===== src/rtl/modem_tx_regs.vh =====
// Constants for the modem transmit data path and its host write port.
// What this block does
// - Transmit and receive modes set independently, disableable.
// - Standby keeps only host port, ring logic.
// - Synchronous mode sends eight buffered bits, bit0 first.
// - Start-stop: start, 5-8 data, parity, stops.
// - Framing bits generated internally, never from data.
// - Buffer load sets the data ready flag.
// - Host data write clears the data ready flag.
// - Missed reload sets the underflow flag.
// - Underflow resends buffer or sends steady stop.
// - Data register answers at two write addresses.
// - DPSK alternate address drops one stop bit.
// - FSK alternate address shortens last stop eighth.
// - Synchronous mode treats both addresses alike.
// - Waiting start-stop engine inserts extra stop bits.
// - Scrambler inverts bit after 64 input ones.
// - Scrambler polynomial one plus taps 14, 17.
// - Engine feeds scrambler, then FSK or DPSK.
// - FSK picks tone from mode and bit.
// - DPSK carrier low or high band, 600 baud.
// - 600 bps: zero +90, one +270 degrees.
// - 1200 bps dibits mapped to phase changes.
// - DPSK modes may add 550 or 1800 Hz guard.
`ifndef MODEM_TX_REGS_VH
`define MODEM_TX_REGS_VH

// Write addresses of the transmit data register.
`define TXD_NORMAL_ADDR 8'hE3
`define TXD_SHORT_ADDR 8'hE4

// Transmit mode codes.
`define TXM_OFF 3'h0
`define TXM_FSK 3'h1
`define TXM_DPSK600 3'h2
`define TXM_DPSK1200 3'h3
`define TXM_TONE 3'h4

// Reset values of the flags, the line level and the phase.
`define FLAG_RST 1'b0
`define MARK_LEVEL 1'b1
`define PHASE_RST 2'h0

// Phase advances in quarter turns.
`define PH_0 2'h0
`define PH_90 2'h1
`define PH_180 2'h2
`define PH_270 2'h3

// Carrier and guard tone figures in hertz, symbol rate per second.
`define CARRIER_LO_HZ 1200
`define CARRIER_HI_HZ 2400
`define GUARD_LO_HZ 550
`define GUARD_HI_HZ 1800
`define SYMBOL_RATE 600

// Stop shortening is one eighth of a bit, done as a right shift.
`define SHORT_SHIFT 3

// Scrambler figures.
`define SCR_ONES_LIMIT 7'h40
`define SCR_TAP_A 14
`define SCR_TAP_B 17

`endif


===== src/rtl/modem_tx_usart_encoder.v =====
// Transmit character engine, scrambler feed and FSK/DPSK symbol encoder.
`timescale 1ns/1ps
`include "modem_tx_regs.vh"
module modem_tx_usart_encoder #(
   parameter PER_W = 16
) (
   // Clock, reset and clock enable.
   input wire ref_clk,
   input wire reset_n,
   input wire clk_en,
   // Host write port, same clock domain.
   input wire host_wr,
   input wire [7:0] host_addr,
   input wire [7:0] host_wdata,
   // Mode and power control.
   input wire [2:0] tx_mode,
   input wire rx_enable,
   input wire standby,
   // Character framing control.
   input wire start_stop,
   input wire [1:0] data_bits,
   input wire parity_en,
   input wire parity_odd,
   input wire two_stop,
   // Scrambler, band, guard tone and equaliser control.
   input wire scram_en,
   input wire high_band,
   input wire guard_en,
   input wire guard_hi,
   input wire eq_en,
   // Bit rate clock from outside the domain.
   input wire bit_clk,
   // Status flags.
   output reg tx_data_ready_q,
   output reg tx_underflow_q,
   // Modulator controls.
   output reg line_bit_q,
   output reg fsk_hi_q,
   output reg [1:0] dpsk_phase_q,
   output reg sym_stb_q,
   output reg carrier_hi_q,
   output reg guard_on_q,
   output reg guard_hi_q,
   output reg eq_on_q,
   // Power state of each direction.
   output reg tx_power_q,
   output reg rx_power_q
);
   // Engine states.
   localparam S_IDLE = 3'h0;
   localparam S_START = 3'h1;
   localparam S_DATA = 3'h2;
   localparam S_PAR = 3'h3;
   localparam S_STOP = 3'h4;

   // True for either DPSK rate; used by several decisions.
   function is_dpsk;
      input [2:0] m;
      begin
         is_dpsk = (m == `TXM_DPSK600) || (m == `TXM_DPSK1200);
      end
   endfunction

   // Bit clock synchroniser and edge finder.
   reg bclk_s1_q;
   reg bclk_s2_q;
   reg bclk_s3_q;
   // Measured bit period and running counters, in ref_clk cycles.
   reg [PER_W-1:0] meas_q;
   reg [PER_W-1:0] period_q;
   reg [PER_W-1:0] pcnt_q;
   // Engine state.
   reg [2:0] st_q;
   reg [2:0] bitn_q;
   reg [7:0] buf_q;
   reg [7:0] sh_q;
   reg par_q;
   reg [1:0] stops_q;
   reg short_q;
   reg loaded_q;
   reg out_bit_q;
   // Holding register written by the host.
   reg [7:0] hreg_q;
   reg hfull_q;
   reg hshort_q;
   // Pipeline strobes toward scrambler and modulator.
   reg step_q;
   reg mod_q;
   reg half_q;
   reg first_q;
   wire scr_bit;

   // Transmit runs only in a modem mode and outside standby.
   wire modem_mode = is_dpsk(tx_mode) || tx_mode == `TXM_FSK;
   wire tx_on = modem_mode && !standby;
   wire fsk = tx_mode == `TXM_FSK;
   wire bclk_rise = bclk_s2_q && !bclk_s3_q;
   // Last stop bit of an alternate-address FSK character is shorter.
   wire cut = (st_q == S_STOP) && stops_q == 2'h1 && short_q && fsk;
   wire [PER_W-1:0] cur_len = cut ?
      period_q - (period_q >> `SHORT_SHIFT) : period_q;
   wire tick = tx_on && period_q != {PER_W{1'b0}} &&
      pcnt_q >= cur_len - {{(PER_W-1){1'b0}}, 1'b1};
   wire [2:0] last_bit = start_stop ? {1'b0, data_bits} + 3'h4 : 3'h7;
   wire data_wr = host_wr && (host_addr == `TXD_NORMAL_ADDR ||
      host_addr == `TXD_SHORT_ADDR);
   // Stop bits for the character being finished.
   wire [1:0] stops_cfg = two_stop ? 2'h2 : 2'h1;
   wire [1:0] stops_use = (short_q && is_dpsk(tx_mode)) ?
      stops_cfg - 2'h1 : stops_cfg;

   // The pin passes two flops; the third only serves edge detection.
   always @(posedge ref_clk or negedge reset_n) begin
      if (!reset_n) begin
         bclk_s1_q <= 1'b0;
         bclk_s2_q <= 1'b0;
         bclk_s3_q <= 1'b0;
      end else if (clk_en) begin
         bclk_s1_q <= bit_clk;
         bclk_s2_q <= bclk_s1_q;
         bclk_s3_q <= bclk_s2_q;
      end
   end

   // The bit clock only sets the period; bits are timed internally so
   // a shortened stop does not have to wait for the next clock edge.
   always @(posedge ref_clk or negedge reset_n) begin
      if (!reset_n) begin
         meas_q <= {PER_W{1'b0}};
         period_q <= {PER_W{1'b0}};
         pcnt_q <= {PER_W{1'b0}};
      end else if (clk_en) begin
         if (bclk_rise) begin
            period_q <= meas_q + {{(PER_W-1){1'b0}}, 1'b1};
            meas_q <= {PER_W{1'b0}};
         end else if (meas_q != {PER_W{1'b1}}) begin
            meas_q <= meas_q + {{(PER_W-1){1'b0}}, 1'b1};
         end
         if (tick || !tx_on) begin
            pcnt_q <= {PER_W{1'b0}};
         end else begin
            pcnt_q <= pcnt_q + {{(PER_W-1){1'b0}}, 1'b1};
         end
      end
   end

   // Load the next character from the host, or cover a late one.
   task fetch;
      begin
         if (hfull_q) begin
            buf_q <= hreg_q;
            short_q <= hshort_q;
            hfull_q <= 1'b0;
            loaded_q <= 1'b1;
            tx_data_ready_q <= 1'b1;
            if (start_stop) begin
               // The start bit is generated here, not taken from data.
               sh_q <= hreg_q;
               out_bit_q <= 1'b0;
               st_q <= S_START;
            end else begin
               sh_q <= {1'b0, hreg_q[7:1]};
               out_bit_q <= hreg_q[0];
               bitn_q <= 3'h0;
               st_q <= S_DATA;
            end
         end else begin
            if (loaded_q) begin
               tx_underflow_q <= 1'b1;
            end
            if (!start_stop && loaded_q) begin
               // Synchronous data repeats the old buffer.
               sh_q <= {1'b0, buf_q[7:1]};
               out_bit_q <= buf_q[0];
               bitn_q <= 3'h0;
               st_q <= S_DATA;
            end else begin
               // Extra stop level while waiting for the host.
               out_bit_q <= `MARK_LEVEL;
               st_q <= S_IDLE;
            end
         end
      end
   endtask

   // After the data bits or parity: the stop bits, or a fetch when none are due.
   task to_stop;
      begin
         if (stops_use == 2'h0) begin
            fetch;
         end else begin
            out_bit_q <= `MARK_LEVEL;
            stops_q <= stops_use;
            st_q <= S_STOP;
         end
      end
   endtask

   // Character engine and host holding register.
   always @(posedge ref_clk or negedge reset_n) begin
      if (!reset_n) begin
         st_q <= S_IDLE;
         bitn_q <= 3'h0;
         buf_q <= 8'h00;
         sh_q <= 8'h00;
         par_q <= 1'b0;
         stops_q <= 2'h0;
         short_q <= 1'b0;
         loaded_q <= 1'b0;
         out_bit_q <= `MARK_LEVEL;
         hreg_q <= 8'h00;
         hfull_q <= 1'b0;
         hshort_q <= 1'b0;
         tx_data_ready_q <= `FLAG_RST;
         tx_underflow_q <= `FLAG_RST;
      end else if (clk_en) begin
         // A host write to either data address clears the flags; a set below in the same
         // cycle overrides it.
         if (data_wr) begin
            tx_data_ready_q <= 1'b0;
            tx_underflow_q <= 1'b0;
         end
         if (!tx_on) begin
            st_q <= S_IDLE;
            out_bit_q <= `MARK_LEVEL;
         end else if (tick) begin
            case (st_q)
               S_IDLE: begin
                  fetch;
               end
               S_START: begin
                  out_bit_q <= sh_q[0];
                  par_q <= sh_q[0];
                  sh_q <= {1'b0, sh_q[7:1]};
                  bitn_q <= 3'h0;
                  st_q <= S_DATA;
               end
               S_DATA: begin
                  if (bitn_q == last_bit) begin
                     if (!start_stop) begin
                        fetch;
                     end else if (parity_en) begin
                        out_bit_q <= par_q ^ parity_odd;
                        st_q <= S_PAR;
                     end else begin
                        to_stop;
                     end
                  end else begin
                     out_bit_q <= sh_q[0];
                     par_q <= par_q ^ sh_q[0];
                     sh_q <= {1'b0, sh_q[7:1]};
                     bitn_q <= bitn_q + 3'h1;
                  end
               end
               S_PAR: begin
                  to_stop;
               end
               S_STOP: begin
                  if (stops_q == 2'h1) begin
                     fetch;
                  end else begin
                     stops_q <= stops_q - 2'h1;
                  end
               end
               default: begin
                  st_q <= S_IDLE;
               end
            endcase
         end
         // Written last so a write in a fetch cycle is not lost.
         if (data_wr) begin
            hreg_q <= host_wdata;
            hfull_q <= 1'b1;
            // Synchronous data ignores which address was used.
            hshort_q <= (host_addr == `TXD_SHORT_ADDR) &&
               start_stop;
         end
      end
   end

   // Scrambler sees each engine bit one cycle after it is chosen.
   tx_scrambler #(
      .LEN(`SCR_TAP_B)
   ) u_scr (
      .ref_clk(ref_clk),
      .reset_n(reset_n),
      .clk_en(clk_en),
      .step(step_q),
      .enable(scram_en),
      .din(out_bit_q),
      .dout_q(scr_bit)
   );

   // Strobes that walk each bit through the scrambler to the encoder.
   always @(posedge ref_clk or negedge reset_n) begin
      if (!reset_n) begin
         step_q <= 1'b0;
         mod_q <= 1'b0;
      end else if (clk_en) begin
         step_q <= tick;
         mod_q <= step_q;
      end
   end

   // Symbol encoder: FSK tone choice or DPSK phase accumulation.
   always @(posedge ref_clk or negedge reset_n) begin
      if (!reset_n) begin
         line_bit_q <= `MARK_LEVEL;
         fsk_hi_q <= `MARK_LEVEL;
         dpsk_phase_q <= `PHASE_RST;
         sym_stb_q <= 1'b0;
         half_q <= 1'b0;
         first_q <= 1'b0;
      end else if (clk_en) begin
         sym_stb_q <= 1'b0;
         if (!tx_on) begin
            half_q <= 1'b0;
            line_bit_q <= `MARK_LEVEL;
         end else if (mod_q) begin
            line_bit_q <= scr_bit;
            case (tx_mode)
               `TXM_FSK: begin
                  // Tone pair comes from the mode, member from the bit.
                  fsk_hi_q <= scr_bit;
               end
               `TXM_DPSK600: begin
                  // One bit per symbol at 600 baud.
                  dpsk_phase_q <= dpsk_phase_q +
                     (scr_bit ? `PH_270 : `PH_90);
                  sym_stb_q <= 1'b1;
               end
               `TXM_DPSK1200: begin
                  // First bit of the pair is the left-hand bit.
                  if (!half_q) begin
                     first_q <= scr_bit;
                     half_q <= 1'b1;
                  end else begin
                     half_q <= 1'b0;
                     sym_stb_q <= 1'b1;
                     case ({first_q, scr_bit})
                        2'h0: dpsk_phase_q <= dpsk_phase_q + `PH_90;
                        2'h1: dpsk_phase_q <= dpsk_phase_q + `PH_0;
                        2'h3: dpsk_phase_q <= dpsk_phase_q + `PH_270;
                        default: dpsk_phase_q <= dpsk_phase_q + `PH_180;
                     endcase
                  end
               end
               default: begin
                  half_q <= 1'b0;
               end
            endcase
         end
      end
   end

   // Band, guard tone, equaliser and power states.
   always @(posedge ref_clk or negedge reset_n) begin
      if (!reset_n) begin
         carrier_hi_q <= 1'b0;
         guard_on_q <= 1'b0;
         guard_hi_q <= 1'b0;
         eq_on_q <= 1'b0;
         tx_power_q <= 1'b0;
         rx_power_q <= 1'b0;
      end else if (clk_en) begin
         carrier_hi_q <= high_band;
         // Guard tone only makes sense beside a DPSK carrier.
         guard_on_q <= guard_en && is_dpsk(tx_mode) && tx_on;
         guard_hi_q <= guard_hi;
         eq_on_q <= eq_en && tx_on;
         tx_power_q <= tx_mode != `TXM_OFF && !standby;
         rx_power_q <= rx_enable && !standby;
      end
   end
endmodule


===== src/rtl/tx_scrambler.v =====
// Self-synchronising transmit scrambler with a long-ones breaker.
`timescale 1ns/1ps
`include "modem_tx_regs.vh"
module tx_scrambler #(
   parameter LEN = `SCR_TAP_B
) (
   // Clock, reset and enable.
   input wire ref_clk,
   input wire reset_n,
   input wire clk_en,
   // Bit stream.
   input wire step,
   input wire enable,
   input wire din,
   output reg dout_q
);
   // Delay line, element 0 holds the newest scrambled bit.
   reg [LEN-1:0] sr_q;
   // Count of consecutive ones seen at the input.
   reg [6:0] ones_q;
   // Set when the next input bit must be inverted.
   reg inv_q;
   wire d_in;
   wire s_bit;
   wire [LEN-1:0] sr_d;
   genvar g;

   // The breaker acts on the input, before the polynomial.
   assign d_in = din ^ inv_q;
   assign s_bit = d_in ^ sr_q[`SCR_TAP_A-1] ^ sr_q[`SCR_TAP_B-1];
   assign sr_d[0] = s_bit;

   // Each stage takes the one before it on a step.
   generate
      for (g = 1; g < LEN; g = g + 1) begin : shift
         assign sr_d[g] = sr_q[g-1];
      end
   endgenerate

   // Advance once per bit; when disabled the bit passes untouched.
   always @(posedge ref_clk or negedge reset_n) begin
      if (!reset_n) begin
         sr_q <= {LEN{1'b0}};
         ones_q <= 7'h00;
         inv_q <= 1'b0;
         dout_q <= `MARK_LEVEL;
      end else if (clk_en && step) begin
         if (enable) begin
            sr_q <= sr_d;
            dout_q <= s_bit;
            // Sixty-four ones in a row arm the inversion of the next bit.
            if (din && ones_q == `SCR_ONES_LIMIT - 7'h01) begin
               inv_q <= 1'b1;
               ones_q <= 7'h00;
            end else begin
               inv_q <= 1'b0;
               ones_q <= din ? ones_q + 7'h01 : 7'h00;
            end
         end else begin
            dout_q <= din;
            inv_q <= 1'b0;
            ones_q <= 7'h00;
         end
      end
   end
endmodule


===== config.mk =====
export PLATFORM = sky130hd
export DESIGN_NAME = modem_tx_usart_encoder
export DESIGN_NICKNAME = d
export VERILOG_FILES = /design/src/rtl/modem_tx_usart_encoder.v /design/src/rtl/tx_scrambler.v
export VERILOG_INCLUDE_DIRS = /design/src /design/src/rtl
export SDC_FILE = /design/constraint.sdc
export NUM_CORES = 1
export LEC_CHECK = 0
export ABC_AREA = 1
export BUFFER_PORTS_ARGS = -buffer_cell sky130_fd_sc_hd__buf_4
export CAP_MARGIN = 15
export CORE_AREA = 2 2 167 169
export CTS_CLUSTER_SIZE = 12
export DETAILED_ROUTE_END_ITERATION = 10
export DIE_AREA = 0 0 169 171
export HOLD_SLACK_MARGIN = 0.12
export PLACE_DENSITY = 0.56
export SYNTH_ARGS = -nofsm -noshare
export SYNTH_HDL_FRONTEND = slang
export SYNTH_HIERARCHICAL = 1
export SYNTH_SLANG_ARGS = --single-unit

===== constraint.sdc =====
create_clock -name ref_clk -period 7.6 [get_ports ref_clk]
set_input_delay 0 -clock ref_clk [delete_from_list [all_inputs] [get_ports ref_clk]]
set_output_delay 0 -clock ref_clk [all_outputs]
set_load 0.01 [all_outputs]

# Yosys cells after proc, flatten, opt, wreduce, memory -nomap -nowiden

Cells that the tools add are included.

Register bits: 132
Input port bits: 37
Bits in latches: 0
Memory bits (writable): 0
ROM bits: 0
Memories kept: 0

Equal/unequal tests: 37
Divide/modulo/power cells: 0
Reduce and logical (&&, ||, !) cells: 58
Add/sub/neg operators: 13
Shifts and indexed selects: 0
$mul: 0
Multiplexer cells: 138
Order comparisons: 1
Bitwise logic cells: 6

Operator list:

| operator              | number |
|---|---|
| $mux 8                | 17 |
| $mux 1                | 64 |
| $mux 16               | 4 |
| $mux 3                | 21 |
| $pmux 8 s5            | 1 |
| $add 16x1->16 const B | 2 |
| $pmux 8 s4            | 1 |
| $pmux 3 s5            | 2 |
| $mux 2                | 13 |
| $mux 7                | 3 |
| $ne 2x2->1 const B    | 10 |
| $pmux 1 s4            | 5 |
| $logic_and 1x1->1     | 18 |
| $eq 8x8->1 const B    | 2 |
| $ge 16x16->1          | 1 |
| $ne 16x16->1 const B  | 1 |
| $ne 4x4->1 const B    | 4 |
| $reduce_and 8->1      | 2 |
| $reduce_bool 16->1    | 1 |
| $sub 16x1->16 const B | 1 |
| $sub 16x13->16        | 1 |
| $reduce_and 7->1      | 2 |
| $eq 3x2->1 const B    | 4 |
| $pmux 2 s3            | 2 |
| 37 further kinds      | 71 |

# Logic depth before layout (Yosys ltp)

Word-level depth: 13
Mapped depth: 34

# Hierarchy

The synthesis kept the hierarchy.

By module, submodules not included:

| module                 | cells each | instances | area an instance (um^2) |
|---|---|---|---|
| modem_tx_usart_encoder | 1183       | 1         | 8130.3 |
| tx_scrambler           | 132        | 1         | 1193.6 |

# Worst setup path before layout

No wires, ideal clock.

Kind: register to register
Start: reg period_q[3]
End: reg short_q
Slack: 3.973 ns
Path buffers: 1
Required time: 7.479 ns
Cell stages (with the launch flop): 28
Library setup time: 0.121 ns
Arrival: 3.506 ns
Path through: dfrtp_1 ha_1 inv_1 fa_1 o21ai_2 ha_1 inv_1 nor2_1 nand3_1 inv_2 nand2_2 nor2_4 nand3_1 nand2_1 nand2_1 ha_1 nand4_1 nor2_1 o21ai_0 inv_1 nand2_1 nand2_1 nand2_2 nor2_2 nand2_2 buf_6 nand2_1 o21ai_2

Cells in the longest elaborated chain, start to end: 6

RTL lines:

| item                         | line                         | RTL |
|---|---|---|
| start: declaration           | modem_tx_usart_encoder.v:70  | `reg [PER_W-1:0] period_q;` |
| start signal: assignment     | modem_tx_usart_encoder.v:130 | `period_q <= {PER_W{1'b0}};` |
| start signal: assignment     | modem_tx_usart_encoder.v:134 | `period_q <= meas_q + {{(PER_W-1){1'b0}}, 1'b1};` |
| $sub 16x13->16               | modem_tx_usart_encoder.v:101 | `` period_q - (period_q >> `SHORT_SHIFT) : period_q; `` |
| $mux 16                      | modem_tx_usart_encoder.v:100 | `wire [PER_W-1:0] cur_len = cut ?` |
| $sub 16x1->16                | modem_tx_usart_encoder.v:103 | `pcnt_q >= cur_len - {{(PER_W-1){1'b0}}, 1'b1};` |
| $ge 16x16->1                 | modem_tx_usart_encoder.v:103 |  |
| $logic_and 1x1->1 *          | modem_tx_usart_encoder.v:102 | `wire tick = tx_on && period_q != {PER_W{1'b0}} &&` |
| $reduce_and 7->1 (no line) * | --                           |  |
| end signal: assignment       | modem_tx_usart_encoder.v:208 | `short_q <= 1'b0;` |
| end: declaration             | modem_tx_usart_encoder.v:79  | `reg short_q;` |

Every way passes the cells marked *; elsewhere a longest branch is shown, timed or not.
A chain may end at the register's enable or synchronous reset.

# Worst setup path after layout

Start: reg stops_q[1]
End: reg bitn_q[1]

Cells in the longest elaborated chain, start to end: 9

RTL lines:

| item                           | line                                                      | RTL |
|---|---|---|
| start: declaration             | modem_tx_usart_encoder.v:78                               | `reg [1:0] stops_q;` |
| start signal: assignment       | modem_tx_usart_encoder.v:262                              | `stops_q <= stops_q - 2'h1;` |
| $eq 2x1->1 *                   | modem_tx_usart_encoder.v:99, modem_tx_usart_encoder.v:259 |  |
| $logic_and 1x1->1 (3 in a row) | modem_tx_usart_encoder.v:99                               | `wire cut = (st_q == S_STOP) && stops_q == 2'h1 && short_q && fsk;` |
| $mux 16                        | modem_tx_usart_encoder.v:100                              |  |
| $sub 16x1->16                  | modem_tx_usart_encoder.v:103                              |  |
| $ge 16x16->1                   | modem_tx_usart_encoder.v:103                              |  |
| $logic_and 1x1->1              | modem_tx_usart_encoder.v:102                              |  |
| $reduce_and 9->1 (no line) *   | --                                                        |  |
| end signal: assignment         | modem_tx_usart_encoder.v:252                              | `bitn_q <= bitn_q + 3'h1;` |
| end: declaration               | modem_tx_usart_encoder.v:74                               | `reg [2:0] bitn_q;` |

Marked as above.

==> impl_metrics.py <==
metrics = {
    "clocking": {
        "numClockSinks": 132,
        "clk_pin_slew_ns": 0.06,
        "root_buffer": "clkbuf_16",
        "tritoncts": "yes",
        "max-clock-path-buffers": 2,
        "cts_buffers": 17,
        "h-tree-depth": 4,
        "clock_latency_ns": 0.43,
        "cts_setup_buffers": 0,
    },
    "place": {
        "io_buffer_count": 49,
        "dp_hpwl_um": 18000,
        "gp_congestion": 0.8428,
    },
    "yosys": {
        "synthCells": 1315,
        "ys_types": 59,
        "synthFlopType": "dfrtp_1",
        "yosys_warnings": 6,
        "syn_avg_cell_area_um2": 7.090,
        "synth-seq-cells": 132,
        "ys_async_sr_fraction": 1.000,
        "synthesis.nets": 1393,
        "yosysSeqAreaShare": 0.3548,
        "synth_area_mm2": 0.009324,
        "synth_edf_count": 0,
    },
    "routing": {
        "antenna_left": 0,
        "wl_per_cell_um": 14.18,
        "drt_first_pass_iters": 6,
        "drtIter0Drc": 618,
        "drc_errors": 0,
        "num_vias": 8722,
        "totalWireLength_um": 24690,
        "viasPerCell": 5.007,
    },
    "global_route": {
        "grt_max_degree": 77,
        "grt_pass1_wl_um": 42200,
        "grt-ovfl-total": 0,
        "grt_usage": 0.1810,
        "antenna_found_initial": 0,
        "grt_pass1_vias": 8607,
    },
    "floorplanning": {
        "dieWidth_um": 169,
        "die-area_mm2": 0.02890,
        "start_util": 0.3412,
        "die_h_um": 171,
        "floorplan.rows": 61,
        "io_pins": 50,
        "coreArea_mm2": 0.02732,
    },
    "worst_setup_path": {
        "end_kind": "register",
        "critical_path.max_stage_delay_ns": 0.37,
        "crit_top_cell": "nand2_1",
        "slowest_stage": "dfrtp_1",
        "criticalPathCategory": "reg2reg",
        "crit_fanout": 19,
        "worst_setup_path_start_kind": "register",
        "cp_num_buf_inv": 6,
        "cp_data_arrival_time_ns": 4.65,
        "required_ns": 7.92,
        "cpLargestDelayFamily": "simple AND/OR/NAND/NOR gates",
        "rr_startpoint": "stops_q[1]$_DFFE_PN0P_",
        "critPathLaunch": "stops_q[1]$_DFFE_PN0P_",
    },
    "status": {
        "status": "finished, final reports clean",
    },
    "cells_and_area": {
        "antenna_cells": 0,
        "final_nets": 1461,
        "drive_gt1_frac": 0.1132,
        "synthToLayoutAreaGrowth_pct": 17.15,
    },
    "sta": {
        "fin_skew_ns": 0.01152,
        "worst_pin_slew_ns": 0.9302,
        "slew_violations": 0,
        "tns_ns": 0,
        "setup_viol": 0,
        "post-route-min-period_ns": 4.336,
        "period_share": 0.5705,
        "slew_headroom": 0.3771,
        "rsz0062_at_grt": "false",
        "hold_viol": 0,
        "max_freq_ghz": 0.2306,
    },
    "min_path": {
        "hp-class": "in2reg",
        "hp-start": "two_stop",
    },
    "power": {
        "p_total_w": 0.002406,
        "switching_share": 0.3421,
        "pwr-share-comb": 0.297,
        "p_leak_nw": 5.434,
        "pwr-share-clk": 0.373,
        "p_sw_w": 0.0008229,
        "powerDensity_mw_per_mm2": 220.3,
        "ir_drop_uv": 120.3,
        "power.internal_w": 0.001583,
        "p_seq_frac": 0.330,
    },
    "job": {
        "drv_cap": 0,
    },
}
[Yosys cell counts, types with 7 or more instances]
library cell	count	area [um^2]
inv_2	9	33.78
buf_2	9	45.04
dfrtp_1	128	3203
o21ai_2	12	105.1
ha_1	40	500.5
xor2_1	26	227.7
inv_1	148	555.5
o21ai_1	14	70.07
o21ai_0	90	450.4
o221ai_1	8	70.07
clkbuf_1	18	67.56
nand3_1	98	490.5
nand2_1	411	1543
nor3_1	17	85.08
xnor2_1	11	96.34
nor2_2	7	43.79
nand4_1	19	118.9
nor2_1	95	356.6
a21oi_1	48	240.2
o22ai_1	9	56.30
[placed cells by master, fill, tap and decap left out, types with 14 or more instances in the layout]
master and n:
dfrtp_1 128, nand2_1 411, o21ai_1 14, inv_1 148, ha_1 40, clkbuf_16 17
nand3_1 98, buf_4 51, xor2_1 26, nor3_1 17, dlygate4sd3_1 33, o21ai_0 90
nand4_1 19, a21oi_1 48, nor2_1 95
[registers in the layout, indices dropped and copies added, names as in the netlist, 2 cells and up]
name and flops:
stops_q 2, sh_q 8, dpsk_phase_q 2, u_scr/ones_q 7, hreg_q 8, pcnt_q 16, u_scr/sr_q 17, period_q 16
bitn_q 3, meas_q 16, st_q 3, buf_q 8
[cell families after synthesis]
kind of cell	Yosys count	share of synthesized area
and+or+nand+nor	694	0.3315
muxes	1	0.001208
AOI/OAI and AO/OA	216	0.1375
xor gates and xnor gates	37	0.03476
adders and majority gates	41	0.05582
DFF	132	0.3548
buffers and inverters	194	0.08441
[area by class of cell]
cell class,instances,area [um^2]
fillers,2831,16400
multi-input cells,989,5229
flip-flops and latches,132,3308
repair buffers,85,724.4
inverters,158,595.6
clock buffers,19,452.9
well taps,346,432.9
clock inverters,13,180.2
[routing by layer]
metal	GRT usage	vias up	part of all wire
met2	0.3090	185	0.47
met5	0	-	0
li1	-	4432	-
met1	0.2278	4059	0.46
met3	0.03192	46	0.036
met4	0.07246	0	0.028
[tightest hold or removal path, stage by stage]
cell and delay, ns:
buf_4 0.09, ha_1 0.14, mux2_2 0.14, nor2_1 0.04, a21oi_1 0.12
[through the flow]
| step | hold slack (ns) | area [um^2] | setup WS [ns] | std cells | utilization |
|---|---|---|---|---|---|
| after floorplan | -0.2956 | 9324 | 3.973 | 1315 | - |
| after global placement | 0.09285 | 9960 | 3.389 | 1677 | 0.3645 |
| after detailed placement | 0.09748 | 9960 | 3.223 | 1677 | 0.3645 |
| after CTS | 0.1238 | 10920 | 3.215 | 1742 | 0.3998 |
| after global routing | 0.2126 | 10920 | 2.557 | 1742 | 0.3998 |
| final | 0.1485 | 10920 | 3.264 | 1742 | 0.3998 |
[path summary, 6_finish.rpt]
path / endpoint / slack, ns / depth (start not counted)
worst max-delay path: bitn_q[1]$_DFFE_PN0P_ / 3.26 / 30
worst max register to register: bitn_q[1]$_DFFE_PN0P_ / 3.26 / 30
max in group asynchronous: pcnt_q[13]$_DFFE_PN0P_ / 6.18 / 3
worst min register to register: u_scr/sr_q[4]$_DFFE_PN0P_ / 0.47 / 2
min in group asynchronous: u_scr/sr_q[9]$_DFFE_PN0P_ / 0.19 / 2
worst min-delay path: stops_q[1]$_DFFE_PN0P_ / 0.15 / 5
[power groups by stage]
| stage | sequential [W] | clock, W | combinational [W] |
|---|---|---|---|
| after CTS | 0.000793 | 0.000918 | 0.000718 |
| after detailed placement | 0.000806 | 0 | 0.000701 |
| after global placement | 0.000806 | 0 | 0.000687 |
| after global routing | 0.000800 | 0.000943 | 0.000834 |
| after floorplan | 0.000790 | 0 | 0.000537 |
| final | 0.000794 | 0.000897 | 0.000715 |
[what timing repair did]
| action | in CTS | in global routing |
|---|---|---|
| endpoints found under the hold margin | 134 | 0 |
| hold buffers | 33 | 0 |
| gates resized for setup | 0 | 0 |
(Power assumes the default switching activity.)
